`config.mk`:
```
export PLATFORM = sky130hd
export DESIGN_NAME = vout_limit_slew_scale_regs
export DESIGN_NICKNAME = d
export VERILOG_FILES = /design/src/hw/smbus_bit_engine.v /design/src/hw/vout_limit_slew_scale_regs.v
export VERILOG_INCLUDE_DIRS = /design/src /design/src/hw
export SDC_FILE = /design/constraint.sdc
export NUM_CORES = 1
export LEC_CHECK = 0
export BUFFER_PORTS_ARGS = -buffer_cell sky130_fd_sc_hd__buf_2
export CAP_MARGIN = 20
export CORE_MARGIN = 4
export CORE_UTILIZATION = 50
export CTS_CLUSTER_DIAMETER = 150
export CTS_CLUSTER_SIZE = 12
export DETAILED_ROUTE_END_ITERATION = 8
export GPL_TIMING_DRIVEN = 0
export PLACE_DENSITY = 0.79
export SYNTH_ARGS = -nofsm -noshare
export SYNTH_HDL_FRONTEND = slang
export SYNTH_SLANG_ARGS = --single-unit
```
`constraint.sdc`:
```
create_clock -name clk -period 5.95 [get_ports clk]
set_clock_uncertainty 0.1 [all_clocks]
set_input_delay 0.2975 -clock clk [delete_from_list [all_inputs] [get_ports clk]]
set_output_delay 0.2975 -clock clk [all_outputs]
set_load 0.05 [all_outputs]
```
`src/hw/vout_limit_regs.vh`:
```
// Command codes, word layouts, defaults and limits of the output settings
`ifndef VOUT_LIMIT_REGS_VH
`define VOUT_LIMIT_REGS_VH
`define CMD_STORE_ALL 8'h11
`define CMD_CEILING 8'h24
`define CMD_SLEW 8'h27
`define CMD_SCALE 8'h29
`define SLEW_EXP 5'h1A
`define SLEW_PAD 4'h0
`define SLEW_RST 7'h3C
`define SCALE_EXP 5'h1E
`define SCALE_PAD 8'h00
`define SCALE_X1 3'h4
`define SCALE_X05 3'h2
`define SCALE_X025 3'h1
`define SCALE_RST 3'h4
`define CEIL_PAD 4'h0
`define CEIL_RST 12'h34D
`define CEIL_MIN_X1 12'h11A
`define CEIL_MAX_X1 12'h34D
`define CEIL_MIN_X05 12'h234
`define CEIL_MAX_X05 12'h69A
`define CEIL_MIN_X025 12'h468
`define CEIL_MAX_X025 12'hC00
`define SLEW_TOP_0 7'h05
`define SLEW_TOP_1 7'h07
`define SLEW_TOP_2 7'h0C
`define SLEW_TOP_3 7'h11
`define SLEW_TOP_4 7'h19
`define SLEW_TOP_5 7'h2F
`define SLEW_TOP_6 7'h4F
`define REF_LSB 2
`define NO_DATA 8'hFF
`endif

```
`src/hw/smbus_bit_engine.v`:
```
// Two-wire slave bit engine: framing, address match, byte shift and ack
`timescale 1ns/1ps
module smbus_bit_engine #(
  parameter [6:0] DEV_ADDR = 7'h24
) (
  input wire clk,
  input wire rst,
  input wire scl_pin,
  input wire sda_pin,
  output wire sda_out,
  output wire sda_oe_n,
  input wire ack_ok,
  input wire [7:0] tx_data,
  output wire rx_pulse,
  output wire [7:0] rx_data,
  output wire rx_first,
  output wire tx_req,
  output wire tx_first,
  output wire stop_pulse
);
  localparam S_IDLE = 5'b00001;
  localparam S_ADDR = 5'b00010;
  localparam S_WR = 5'b00100;
  localparam S_RD = 5'b01000;
  localparam S_SKIP = 5'b10000;
  reg scl_m_q, scl_s_q, scl_p_q, sda_m_q, sda_s_q, sda_p_q;
  reg [4:0] state_q;
  reg [3:0] cnt_q;
  reg [7:0] shift_q;
  reg drive_q, hit_q, read_q, first_q, mnack_q;
  reg rx_q, rxf_q, txr_q, txf_q, stop_q;
  reg [7:0] rxd_q;
  wire scl_rise = scl_s_q & ~scl_p_q;
  wire scl_fall = ~scl_s_q & scl_p_q;
  wire start_c = scl_s_q & scl_p_q & sda_p_q & ~sda_s_q;
  wire stop_c = scl_s_q & scl_p_q & ~sda_p_q & sda_s_q;
  wire [7:0] byte_in = {shift_q[6:0], sda_s_q};
  wire addr_hit = (byte_in[7:1] == DEV_ADDR);

  assign sda_out = 1'b0;
  assign sda_oe_n = ~drive_q;
  assign rx_pulse = rx_q;
  assign rx_data = rxd_q;
  assign rx_first = rxf_q;
  assign tx_req = txr_q;
  assign tx_first = txf_q;
  assign stop_pulse = stop_q;

  always @(posedge clk) begin
    if (rst) begin
      {scl_m_q, scl_s_q, scl_p_q} <= 3'h7;
      {sda_m_q, sda_s_q, sda_p_q} <= 3'h7;
      state_q <= S_IDLE;
      cnt_q <= 4'h0;
      shift_q <= 8'h00;
      {drive_q, hit_q, read_q, first_q, mnack_q} <= 5'h00;
      {rx_q, rxf_q, txr_q, txf_q, stop_q} <= 5'h00;
      rxd_q <= 8'h00;
    end else begin
      scl_m_q <= scl_pin;
      scl_s_q <= scl_m_q;
      scl_p_q <= scl_s_q;
      sda_m_q <= sda_pin;
      sda_s_q <= sda_m_q;
      sda_p_q <= sda_s_q;
      rx_q <= 1'b0;
      txr_q <= 1'b0;
      stop_q <= 1'b0;
      if (stop_c) begin
        state_q <= S_IDLE;
        drive_q <= 1'b0;
        stop_q <= 1'b1;
      end else if (start_c) begin
        state_q <= S_ADDR;
        // Parked so the start's own clock fall is not taken as a bit
        cnt_q <= 4'hF;
        drive_q <= 1'b0;
      end else if (scl_rise) begin
        if (cnt_q < 4'h8 && (state_q == S_ADDR || state_q == S_WR)) begin
          shift_q <= byte_in;
          if (cnt_q == 4'h7 && state_q == S_ADDR) begin
            hit_q <= addr_hit;
            read_q <= byte_in[0];
            txr_q <= addr_hit & byte_in[0];
            txf_q <= 1'b1;
          end else if (cnt_q == 4'h7) begin
            rx_q <= 1'b1;
            rxd_q <= byte_in;
            rxf_q <= first_q;
          end
        end else if (state_q == S_RD && cnt_q == 4'h8) begin
          mnack_q <= sda_s_q;
          txr_q <= ~sda_s_q;
          txf_q <= 1'b0;
        end
      end else if (scl_fall) begin
        case (state_q)
          S_ADDR: begin
            if (cnt_q == 4'h7) begin
              cnt_q <= 4'h8;
              drive_q <= hit_q;
            end else if (cnt_q == 4'h8) begin
              cnt_q <= 4'h0;
              drive_q <= 1'b0;
              if (!hit_q) begin
                state_q <= S_SKIP;
              end else if (read_q) begin
                state_q <= S_RD;
                shift_q <= tx_data;
                drive_q <= ~tx_data[7];
              end else begin
                state_q <= S_WR;
                first_q <= 1'b1;
              end
            end else if (cnt_q == 4'hF) begin
              cnt_q <= 4'h0;
            end else begin
              cnt_q <= cnt_q + 4'h1;
            end
          end
          S_WR: begin
            if (cnt_q == 4'h7) begin
              cnt_q <= 4'h8;
              drive_q <= ack_ok;
            end else if (cnt_q == 4'h8) begin
              // A refused byte ends our part in the frame
              cnt_q <= 4'h0;
              drive_q <= 1'b0;
              first_q <= 1'b0;
              if (!drive_q) begin
                state_q <= S_SKIP;
              end
            end else begin
              cnt_q <= cnt_q + 4'h1;
            end
          end
          S_RD: begin
            if (cnt_q < 4'h7) begin
              shift_q <= {shift_q[6:0], 1'b0};
              drive_q <= ~shift_q[6];
              cnt_q <= cnt_q + 4'h1;
            end else if (cnt_q == 4'h7) begin
              drive_q <= 1'b0;
              cnt_q <= 4'h8;
            end else if (mnack_q) begin
              state_q <= S_SKIP;
            end else begin
              cnt_q <= 4'h0;
              shift_q <= tx_data;
              drive_q <= ~tx_data[7];
            end
          end
          default: begin
          end
        endcase
      end
    end
  end
endmodule // smbus_bit_engine

```
`src/hw/vout_limit_slew_scale_regs.v`:
```
// Output ceiling, slew and loop-scale command words behind the bus slave
`timescale 1ns/1ps
`include "vout_limit_regs.vh"
module vout_limit_slew_scale_regs #(
  parameter [6:0] DEV_ADDR = 7'h24
) (
  input wire clk,
  input wire rst,
  input wire scl_pin,
  input wire sda_pin,
  output wire sda_out,
  output wire sda_oe_n,
  output wire smbalert_out,
  output wire smbalert_oe_n,
  input wire loop_slave_pin,
  input wire output_on,
  input wire soft_start,
  input wire turn_off,
  input wire [2:0] ton_rise_code,
  input wire [2:0] toff_fall_code,
  input wire [11:0] target_req,
  input wire target_load,
  input wire clear_faults,
  output wire [2:0] ramp_rate_code,
  output wire [11:0] ref_code,
  output wire [11:0] ceiling,
  output wire [2:0] scale_mant,
  output wire nvm_store,
  output wire [2:0] nvm_scale,
  output wire cml_flag,
  output wire ivd_flag,
  output wire invalid_command_fault,
  output wire oth_flag,
  output wire vfw_flag,
  output wire vout_maxmin_warn
);
  reg slave_m_q, slave_s_q;
  reg [11:0] ceil_q;
  reg [6:0] slew_q;
  reg [2:0] scale_q, nvm_q;
  reg [11:0] target_q, ref_q;
  reg [2:0] ramp_q;
  reg [7:0] cmd_q, lo_q, tx_q;
  reg [1:0] idx_q, ridx_q;
  reg ack_q, store_q, limit_chg_q;
  reg cml_q, ivd_q, ivc_q, oth_q, vfw_q, warn_q, alert_q;
  reg set_ivc, set_bad, set_warn;
  wire rx_pulse, rx_first, tx_req, tx_first;
  wire [7:0] rx_data;
  wire [15:0] word = {rx_data, lo_q};
  wire [11:0] lim = (target_q > ceil_q) ? ceil_q : target_q;
  wire [14:0] prod = {3'h0, lim} * {12'h000, scale_q};
  // A load is judged by the incoming target, not the stale one
  wire over = output_on & ((target_load ? target_req : target_q) > ceil_q);
  wire [15:0] rd_word = read_word(cmd_q);

  function [2:0] rate_bucket;
    input [6:0] m;
    begin
      if (m <= `SLEW_TOP_0) rate_bucket = 3'h0;
      else if (m <= `SLEW_TOP_1) rate_bucket = 3'h1;
      else if (m <= `SLEW_TOP_2) rate_bucket = 3'h2;
      else if (m <= `SLEW_TOP_3) rate_bucket = 3'h3;
      else if (m <= `SLEW_TOP_4) rate_bucket = 3'h4;
      else if (m <= `SLEW_TOP_5) rate_bucket = 3'h5;
      else if (m <= `SLEW_TOP_6) rate_bucket = 3'h6;
      else rate_bucket = 3'h7;
    end
  endfunction

  function ceil_ok;
    input [11:0] m;
    input [2:0] s;
    begin
      case (s)
        `SCALE_X1: ceil_ok = m >= `CEIL_MIN_X1 && m <= `CEIL_MAX_X1;
        `SCALE_X05: ceil_ok = m >= `CEIL_MIN_X05 && m <= `CEIL_MAX_X05;
        `SCALE_X025: ceil_ok = m >= `CEIL_MIN_X025 && m <= `CEIL_MAX_X025;
        default: ceil_ok = 1'b0;
      endcase
    end
  endfunction

  function [11:0] ceil_default;
    input [2:0] s;
    begin
      case (s)
        `SCALE_X05: ceil_default = `CEIL_MAX_X05;
        `SCALE_X025: ceil_default = `CEIL_MAX_X025;
        default: ceil_default = `CEIL_MAX_X1;
      endcase
    end
  endfunction

  function [15:0] read_word;
    input [7:0] c;
    begin
      case (c)
        `CMD_CEILING: read_word = {`CEIL_PAD, ceil_q};
        `CMD_SLEW: read_word = {`SLEW_EXP, `SLEW_PAD, slew_q};
        `CMD_SCALE: read_word = {`SCALE_EXP, `SCALE_PAD, scale_q};
        default: read_word = {`NO_DATA, `NO_DATA};
      endcase
    end
  endfunction

  function cmd_known;
    input [7:0] c;
    begin
      cmd_known = c == `CMD_CEILING || c == `CMD_SLEW || c == `CMD_SCALE ||
        c == `CMD_STORE_ALL;
    end
  endfunction

  function scale_legal;
    input [15:0] w;
    begin
      scale_legal = w[15:3] == {`SCALE_EXP, `SCALE_PAD} &&
        (w[2:0] == `SCALE_X1 || w[2:0] == `SCALE_X05 ||
        w[2:0] == `SCALE_X025);
    end
  endfunction

  smbus_bit_engine #(
    .DEV_ADDR(DEV_ADDR)
  ) u_engine (
    .clk(clk),
    .rst(rst),
    .scl_pin(scl_pin),
    .sda_pin(sda_pin),
    .sda_out(sda_out),
    .sda_oe_n(sda_oe_n),
    .ack_ok(ack_q),
    .tx_data(tx_q),
    .rx_pulse(rx_pulse),
    .rx_data(rx_data),
    .rx_first(rx_first),
    .tx_req(tx_req),
    .tx_first(tx_first),
    .stop_pulse()
  );

  assign smbalert_out = 1'b0;
  assign smbalert_oe_n = ~alert_q;
  assign ramp_rate_code = ramp_q;
  assign ref_code = ref_q;
  assign ceiling = ceil_q;
  assign scale_mant = scale_q;
  assign nvm_store = store_q;
  assign nvm_scale = nvm_q;
  assign cml_flag = cml_q;
  assign ivd_flag = ivd_q;
  assign invalid_command_fault = ivc_q;
  assign oth_flag = oth_q;
  assign vfw_flag = vfw_q;
  assign vout_maxmin_warn = warn_q;

  // Event decode; flags are set below so a set beats a same-cycle clear
  always @* begin
    set_ivc = 1'b0;
    set_bad = 1'b0;
    set_warn = over & (target_load | limit_chg_q);
    if (rx_pulse && rx_first) begin
      set_ivc = ~cmd_known(rx_data) | (slave_s_q &
        (rx_data == `CMD_CEILING || rx_data == `CMD_SLEW ||
        rx_data == `CMD_SCALE));
    end else if (rx_pulse && idx_q == 2'h1 && ack_q) begin
      if (cmd_q == `CMD_SCALE) set_bad = ~scale_legal(word);
      if (cmd_q == `CMD_CEILING) set_bad = |rx_data[7:4] |
        ~ceil_ok(word[11:0], scale_q);
    end
  end

  always @(posedge clk) begin
    if (rst) begin
      slave_m_q <= 1'b0;
      slave_s_q <= 1'b0;
      ceil_q <= `CEIL_RST;
      slew_q <= `SLEW_RST;
      scale_q <= `SCALE_RST;
      nvm_q <= `SCALE_RST;
      target_q <= 12'h000;
      ref_q <= 12'h000;
      ramp_q <= 3'h0;
      cmd_q <= `NO_DATA;
      lo_q <= 8'h00;
      tx_q <= `NO_DATA;
      idx_q <= 2'h0;
      ridx_q <= 2'h0;
      {ack_q, store_q, limit_chg_q} <= 3'h0;
      {cml_q, ivd_q, ivc_q, oth_q, vfw_q, warn_q, alert_q} <= 7'h00;
    end else begin
      // Strap is a pin level; it passes two stages before use
      slave_m_q <= loop_slave_pin;
      slave_s_q <= slave_m_q;
      store_q <= 1'b0;
      limit_chg_q <= 1'b0;
      if (target_load) target_q <= target_req;
      // Clamp always; the warning is only raised while the output is on
      ref_q <= prod[`REF_LSB +: 12];
      if (soft_start) ramp_q <= ton_rise_code;
      else if (turn_off) ramp_q <= toff_fall_code;
      else ramp_q <= rate_bucket(slew_q);
      if (rx_pulse && rx_first) begin
        // Refused commands read back as all ones
        cmd_q <= set_ivc ? `NO_DATA : rx_data;
        idx_q <= 2'h0;
        ack_q <= ~set_ivc;
        if (!set_ivc && rx_data == `CMD_STORE_ALL) begin
          store_q <= 1'b1;
          nvm_q <= scale_q;
        end
      end else if (rx_pulse) begin
        if (idx_q != 2'h3) idx_q <= idx_q + 2'h1;
        if (idx_q == 2'h0) begin
          lo_q <= rx_data;
          ack_q <= ack_q & (cmd_q != `CMD_STORE_ALL);
        end else if (idx_q == 2'h1 && ack_q) begin
          ack_q <= ~set_bad;
          if (cmd_q == `CMD_SLEW) slew_q <= word[6:0];
          // Accepted whatever the output state is
          if (cmd_q == `CMD_SCALE && !set_bad) begin
            scale_q <= word[2:0];
            ceil_q <= ceil_default(word[2:0]);
            limit_chg_q <= 1'b1;
          end
          if (cmd_q == `CMD_CEILING && !set_bad) begin
            ceil_q <= word[11:0];
            limit_chg_q <= 1'b1;
          end
        end else begin
          ack_q <= 1'b0;
        end
      end
      if (tx_req) begin
        ridx_q <= tx_first ? 2'h1 : 2'h2;
        if (tx_first) tx_q <= rd_word[7:0];
        else if (ridx_q == 2'h1) tx_q <= rd_word[15:8];
        else tx_q <= `NO_DATA;
      end
      cml_q <= (cml_q & ~clear_faults) | set_bad | set_ivc;
      ivd_q <= (ivd_q & ~clear_faults) | set_bad;
      ivc_q <= (ivc_q & ~clear_faults) | set_ivc;
      oth_q <= (oth_q & ~clear_faults) | set_warn;
      vfw_q <= (vfw_q & ~clear_faults) | set_warn;
      warn_q <= (warn_q & ~clear_faults) | set_warn;
      alert_q <= ((cml_q | ivd_q | ivc_q | oth_q | vfw_q | warn_q) &
        ~clear_faults) | set_bad | set_ivc | set_warn;
    end
  end
endmodule // vout_limit_slew_scale_regs

```
After elaboration in Yosys (flattened, before gate mapping)
Index checks and enable logic that the tools add are counted.
Operators by class
  multipliers: 1
  $lt $le $gt $ge: 17
  mux-type cells: 95
  add/subtract/negate cells: 2
  bitwise operators: 60
  reduce and logical (&&, ||, !) cells: 56
  equality and inequality tests: 56
Operator list (number)
  7-bit 2-to-1 mux: 10
  8-bit by 6-bit equality test with 1-bit output, second input constant: 6
  12-bit 2-to-1 mux: 4
  4-bit 2-to-1 mux: 12
  16-bit case mux with 3 select lines: 1
  5-bit 2-to-1 mux: 9
  11-bit AND reduction: 4
  1-bit 2-to-1 mux: 37
  5-bit AND reduction: 7
  12-bit greater-than comparator: 2
  8-bit 2-to-1 mux: 3
  2-bit inequality test, second input constant: 12
  3-bit by 2-bit inequality test with 1-bit output, second input constant: 8
  12-bit case mux with 2 select lines: 1
  1-bit inverter: 23
  1-bit bitwise AND: 19
  3-bit 2-to-1 mux: 6
  1-bit bitwise OR: 18
  5-bit case mux with 3 select lines: 1
  7-bit by 3-bit less-or-equal comparator with 1-bit output, second input constant: 2
  7-bit by 5-bit less-or-equal comparator with 1-bit output, second input constant: 2
  1-bit logical AND: 14
  12-bit by 3-bit multiplier with 14-bit output: 1
  7-bit case mux with 2 select lines: 1
  50 further kinds: 84
Storage, ports and cells
  word-level logic and storage cells: 331
  input port bits: 28
  register bits after elaboration: 131

Depth between registers and ports, before layout
  depth in word-level cells: 16
  gate-level depth with buffers: 22

Hierarchy
From an unflattened synthesis, not the netlist that was laid out.
Second synthesis, totals
  cell total of the unflattened synthesis: 911
  area total of the unflattened synthesis: 7947.6 um^2
By module, submodules not included
  vout_limit_slew_scale_regs: times used 1, area an instance 5793.1 um^2, cells an instance 674, sequential area each 1841.8 um^2
  smbus_bit_engine: times used 1, area an instance 2154.6 um^2, cells an instance 237, sequential area each 800.8 um^2

Worst setup path before layout
Ideal clock, no wire load.
  kind: register to register
  from: register ceil_q[1], in the netlist ceiling[1]
  to: register ref_q[10], in the netlist ref_code[10]
  required time: 5.729 ns
  clock period less this slack: 5.064 ns
  cell stages (with the launch flop): 22
  library setup time: 0.121 ns
  arrival: 4.843 ns
  path slack: 0.886 ns
  cells stage by stage: dfxtp_1 inv_1 ha_1 nor2b_1 o211ai_1 a211o_1 a31oi_1 clkbuf_1 mux2_2 nand2_1 fa_1 inv_1 ha_1 inv_1 fa_1 nor2b_1 o21ai_0 a21oi_1 o21ai_0 a21oi_1 a31oi_1 mux2_2
Between the ends
  longest elaborated chain between the ends: 3
RTL lines
  start, declared: line vout_limit_slew_scale_regs.v:38  | reg [11:0] ceil_q;
  start signal, assigned: line vout_limit_slew_scale_regs.v:178  | ceil_q <= `CEIL_RST;
  start signal, assigned: line vout_limit_slew_scale_regs.v:224  | ceil_q <= ceil_default(word[2:0]);
  start signal, assigned: line vout_limit_slew_scale_regs.v:228  | ceil_q <= word[11:0];
  12-bit greater-than comparator: line vout_limit_slew_scale_regs.v:51  | wire [11:0] lim = (target_q > ceil_q) ? ceil_q : target_q;
  12-bit 2-to-1 mux (*): line vout_limit_slew_scale_regs.v:51
  12-bit by 3-bit multiplier with 14-bit output (*): line vout_limit_slew_scale_regs.v:52  | wire [14:0] prod = {3'h0, lim} * {12'h000, scale_q};
  end signal, assigned: line vout_limit_slew_scale_regs.v:200  | ref_q <= prod[`REF_LSB +: 12];
  end, declared: line vout_limit_slew_scale_regs.v:41  | reg [11:0] target_q, ref_q;
Every way passes the cells marked *; elsewhere a longest branch is shown, timed or not.
A chain may end at the register's enable or synchronous reset.

Final worst setup path
  from: register ceil_q[11], in the netlist ceiling[11]
  to: register ref_q[10], in the netlist ref_code[10]
The elaborated chain is that of the path after synthesis.

==> flow_summary.json <==
{
  "yosys_warnings": 0,
  "drt_wl_total_um": 21700,
  "die_area_um2": 17300,
  "path_class": "flop to flop",
  "tightest_slew_ns": 0.854,
  "critPathMaxFanout": 10,
  "antenna_cells": 0,
  "yosys.area.top_type": "dfxtp_1",
  "ant_nets": 0,
  "syn2layout_area_growth_pct": 16.4,
  "rsz0062_at_grt": "false",
  "final_max_slew_viol_count": 0,
  "initial_core_util_pct": 51.8,
  "dp_hpwl_um": 15500,
  "num_vias": 7033,
  "grt_overflow": 0,
  "finalCriticalPeriod_ns": 5.52,
  "grt_start_max_net_pins": 17,
  "synth_ff_type": "dfxtp_1",
  "synth_cell_types": 75,
  "synthTopCellsByArea": "dfxtp_1 (34%), ha_1 (7.2%), mux2i_1 (5.0%), nor2_1 (4.8%), a21oi_1 (4.4%)",
  "synth.avg_cell_area_um2": 8.52,
  "vdd_drop_max_mv": 0.224,
  "postCtsHoldBufs": 6,
  "cts_setup_buffers": 0,
  "syn-cell-area_um2": 7610,
  "track_usage_pct": 24.9,
  "fin_crit_sh_pct": 92.8,
  "cts_made_buffers": 17,
  "row_count": 44,
  "synth_seq_cells": 131,
  "routabilityCongestion": 0.998,
  "drv_cap": 0,
  "clk_pin_slew_ns": 0.06,
  "cp.required_ns": 6.16,
  "core_area_um2": 14700,
  "fin_nets": 1072,
  "power_density_nw_per_um2": 247,
  "async_flop_share_pct": 0,
  "leakage_nw": 3.72,
  "drc_errors": 0,
  "hold_class": "input port to flop",
  "synth_top_area_share_pct": 34.4,
  "relSlewSlack_pct": 43.1,
  "fmax_ghz": 0.181,
  "synthCells": 894,
  "cts.root.buffer_cell": "clkbuf_16",
  "cts_resized": 0,
  "stdcell_area_um2": 8860,
  "finalHoldViolCount": 0,
  "grt_pass1_wl_um": 35000,
  "cts_tree": "done",
  "clk_path_buf_depth": 2,
  "portBuffers": 69,
  "wl_per_cell_um": 18.3,
  "layout-drive-gt1-share_pct": 15.7,
  "fillCellCount": 1281,
  "antenna_found_initial": 0,
  "setup_viol": 0,
  "post_dp_cell_area_um2": 8190,
  "die_width_um": 131,
  "die_h_um": 131,
  "cts_sinks": 131,
  "htreeDepth": 4,
  "seq_area_frac_synth_pct": 34.4,
  "viasPerCell": 5.94,
  "arrival_ns": 5.73,
  "design.portCount": 72,
  "tns_ns": 0,
  "start_kind": "flop",
  "worst_skew_pair.late_latency_ns": 0.43,
  "grt_pass1_vias": 6767,
  "worstSetupEndpointType": "flop",
  "synth_edf_count": 0,
  "dr.pass1.iters": 7,
  "drt_iter0_drc": 786,
  "status": "completed"
}
cells by family after synthesis:
kind of cell	after synthesis	share of synthesized area (%)
simple gates	333	22.5
fa+ha+maj	55	10.1
compound gates	191	17.1
flops	131	34.4
xor+xnor	12	1.38
other cells	1	0.0492
buf+inv	106	5.42
mux	65	8.99
cells in the final DEF, fill, tap and decap left out, types with 7 or more instances in the layout:
cell type,n
mux2_2,27
a211o_1,10
buf_2,72
clkbuf_8,8
nand4_1,11
a211oi_1,11
nor3_1,22
inv_1,59
ha_1,44
nand2_1,63
nor2_1,98
clkbuf_1,37
a21oi_1,67
a31oi_1,8
xnor2_1,8
or3_1,8
nand2b_1,25
nor2b_1,35
nand3_1,14
mux2i_1,38
clkbuf_16,17
a21o_1,7
o21ai_0,18
fa_1,11
dfxtp_1,131
or2_2,11
worst max-delay path, stage by stage, from the launching register on:
cell and delay (ns):
dfxtp_1 0.51, inv_1 0.12, ha_1 0.34, nand4_1 0.14, a211o_1 0.35, a31oi_1 0.41
clkbuf_1 0.51, mux2_2 0.43, nand2_1 0.09, fa_1 0.41, inv_1 0.07, ha_1 0.17
inv_1 0.06, fa_1 0.38, nor2b_1 0.18, o21ai_0 0.13, a21oi_1 0.20, o21ai_0 0.14
a21oi_1 0.23, a31oi_1 0.14, mux2_2 0.28
stage by stage:
stage / cells / power (mW) / setup WS, ns / utilization, % / hold WS, ns
final: 1184 / 2.19 / 0.431 / 60.3 / 0.0775
after global routing: 1184 / 2.26 / 0.0732 / 60.3 / 0.113
after CTS: 1184 / 2.19 / 0.514 / 60.3 / 0.0698
after detailed placement: 1148 / 1.12 / 0.613 / 55.7 / 0.295
after global placement: 1148 / 1.11 / 0.707 / 55.7 / 0.292
after floorplan: 895 / 1.06 / 0.886 / - / 0.289
synth_stat cells, drive strengths merged, types with 4 or more instances:
master and n:
dfxtp 131, nor2 99, a21oi 67, nand2 64
inv 59, ha 44, mux2i 38, clkbuf 35
nor2b 35, mux2 27, nand2b 25, nor3 24
o21ai 19, nand3 15, buf 12, a211oi 11
fa 11, nand4 11, or2 11, a211o 10
or3 9, a31oi 8, xnor2 8, a21o 7
nor3b 6, o221ai 6, o22a 6, a221oi 5
nand3b 5, nor4 5, o211ai 5, o31ai 5
a22oi 4, and3 4, o21a 4, o221a 4
o22ai 4, xor2 4
registers in the layout (all words and copies together) (netlist names), 2 cells and up:
| register | flops |
|---|---|
| target_q | 12 |
| u_engine.shift_q | 7 |
| slew_q | 7 |
| scale_mant | 3 |
| idx_q | 2 |
| u_engine.cnt_q | 4 |
| lo_q | 8 |
| cmd_q | 8 |
| ramp_rate_code | 3 |
| ceiling | 12 |
| ridx_q | 2 |
| u_engine.state_q | 5 |
| tx_q | 8 |
| ref_code | 12 |
| nvm_scale | 3 |
| u_engine.rx_data | 8 |
final timing paths:
check                         from                 to  slack, ns  depth (start not counted)
hold reg to reg   u_engine.scl_m_q   u_engine.scl_s_q       0.31                          1
setup reg to reg       ceiling[11]       ref_code[10]       0.43                         20
hold / removal          soft_start  ramp_rate_code[2]       0.08                          3
setup / recovery       ceiling[11]       ref_code[10]       0.43                         20
power by group:
part / internal (mW) / leakage [nW] / switching, mW
clock: 0.701 / 0.302 / 0.386
sequential: 0.894 / 1.06 / 0.0104
combinational: 0.0743 / 2.35 / 0.124
total: 1.67 / 3.72 / 0.520
layout make-up:
cell class / instances / area (um^2) / area share, %
plain buffers: 47 / 191 / 2.16
clock buffers: 27 / 543 / 6.13
clock inverters: 3 / 65.1 / 0.734
inverters: 59 / 221 / 2.50
multi-input cells: 658 / 4580 / 51.7
flip-flops and latches: 131 / 2620 / 29.6
well taps: 184 / 230 / 2.60
repair buffers: 75 / 405 / 4.57
metal layers:
metal	vias up	GRT usage [%]	wire length, um
li1	3352	-	-
met1	3288	30.2	8730
met2	326	42.1	10300
met3	67	5.77	1710
met4	0	11.7	912
met5	-	0	0
Note: power is estimated with default switching activity, not from simulation.
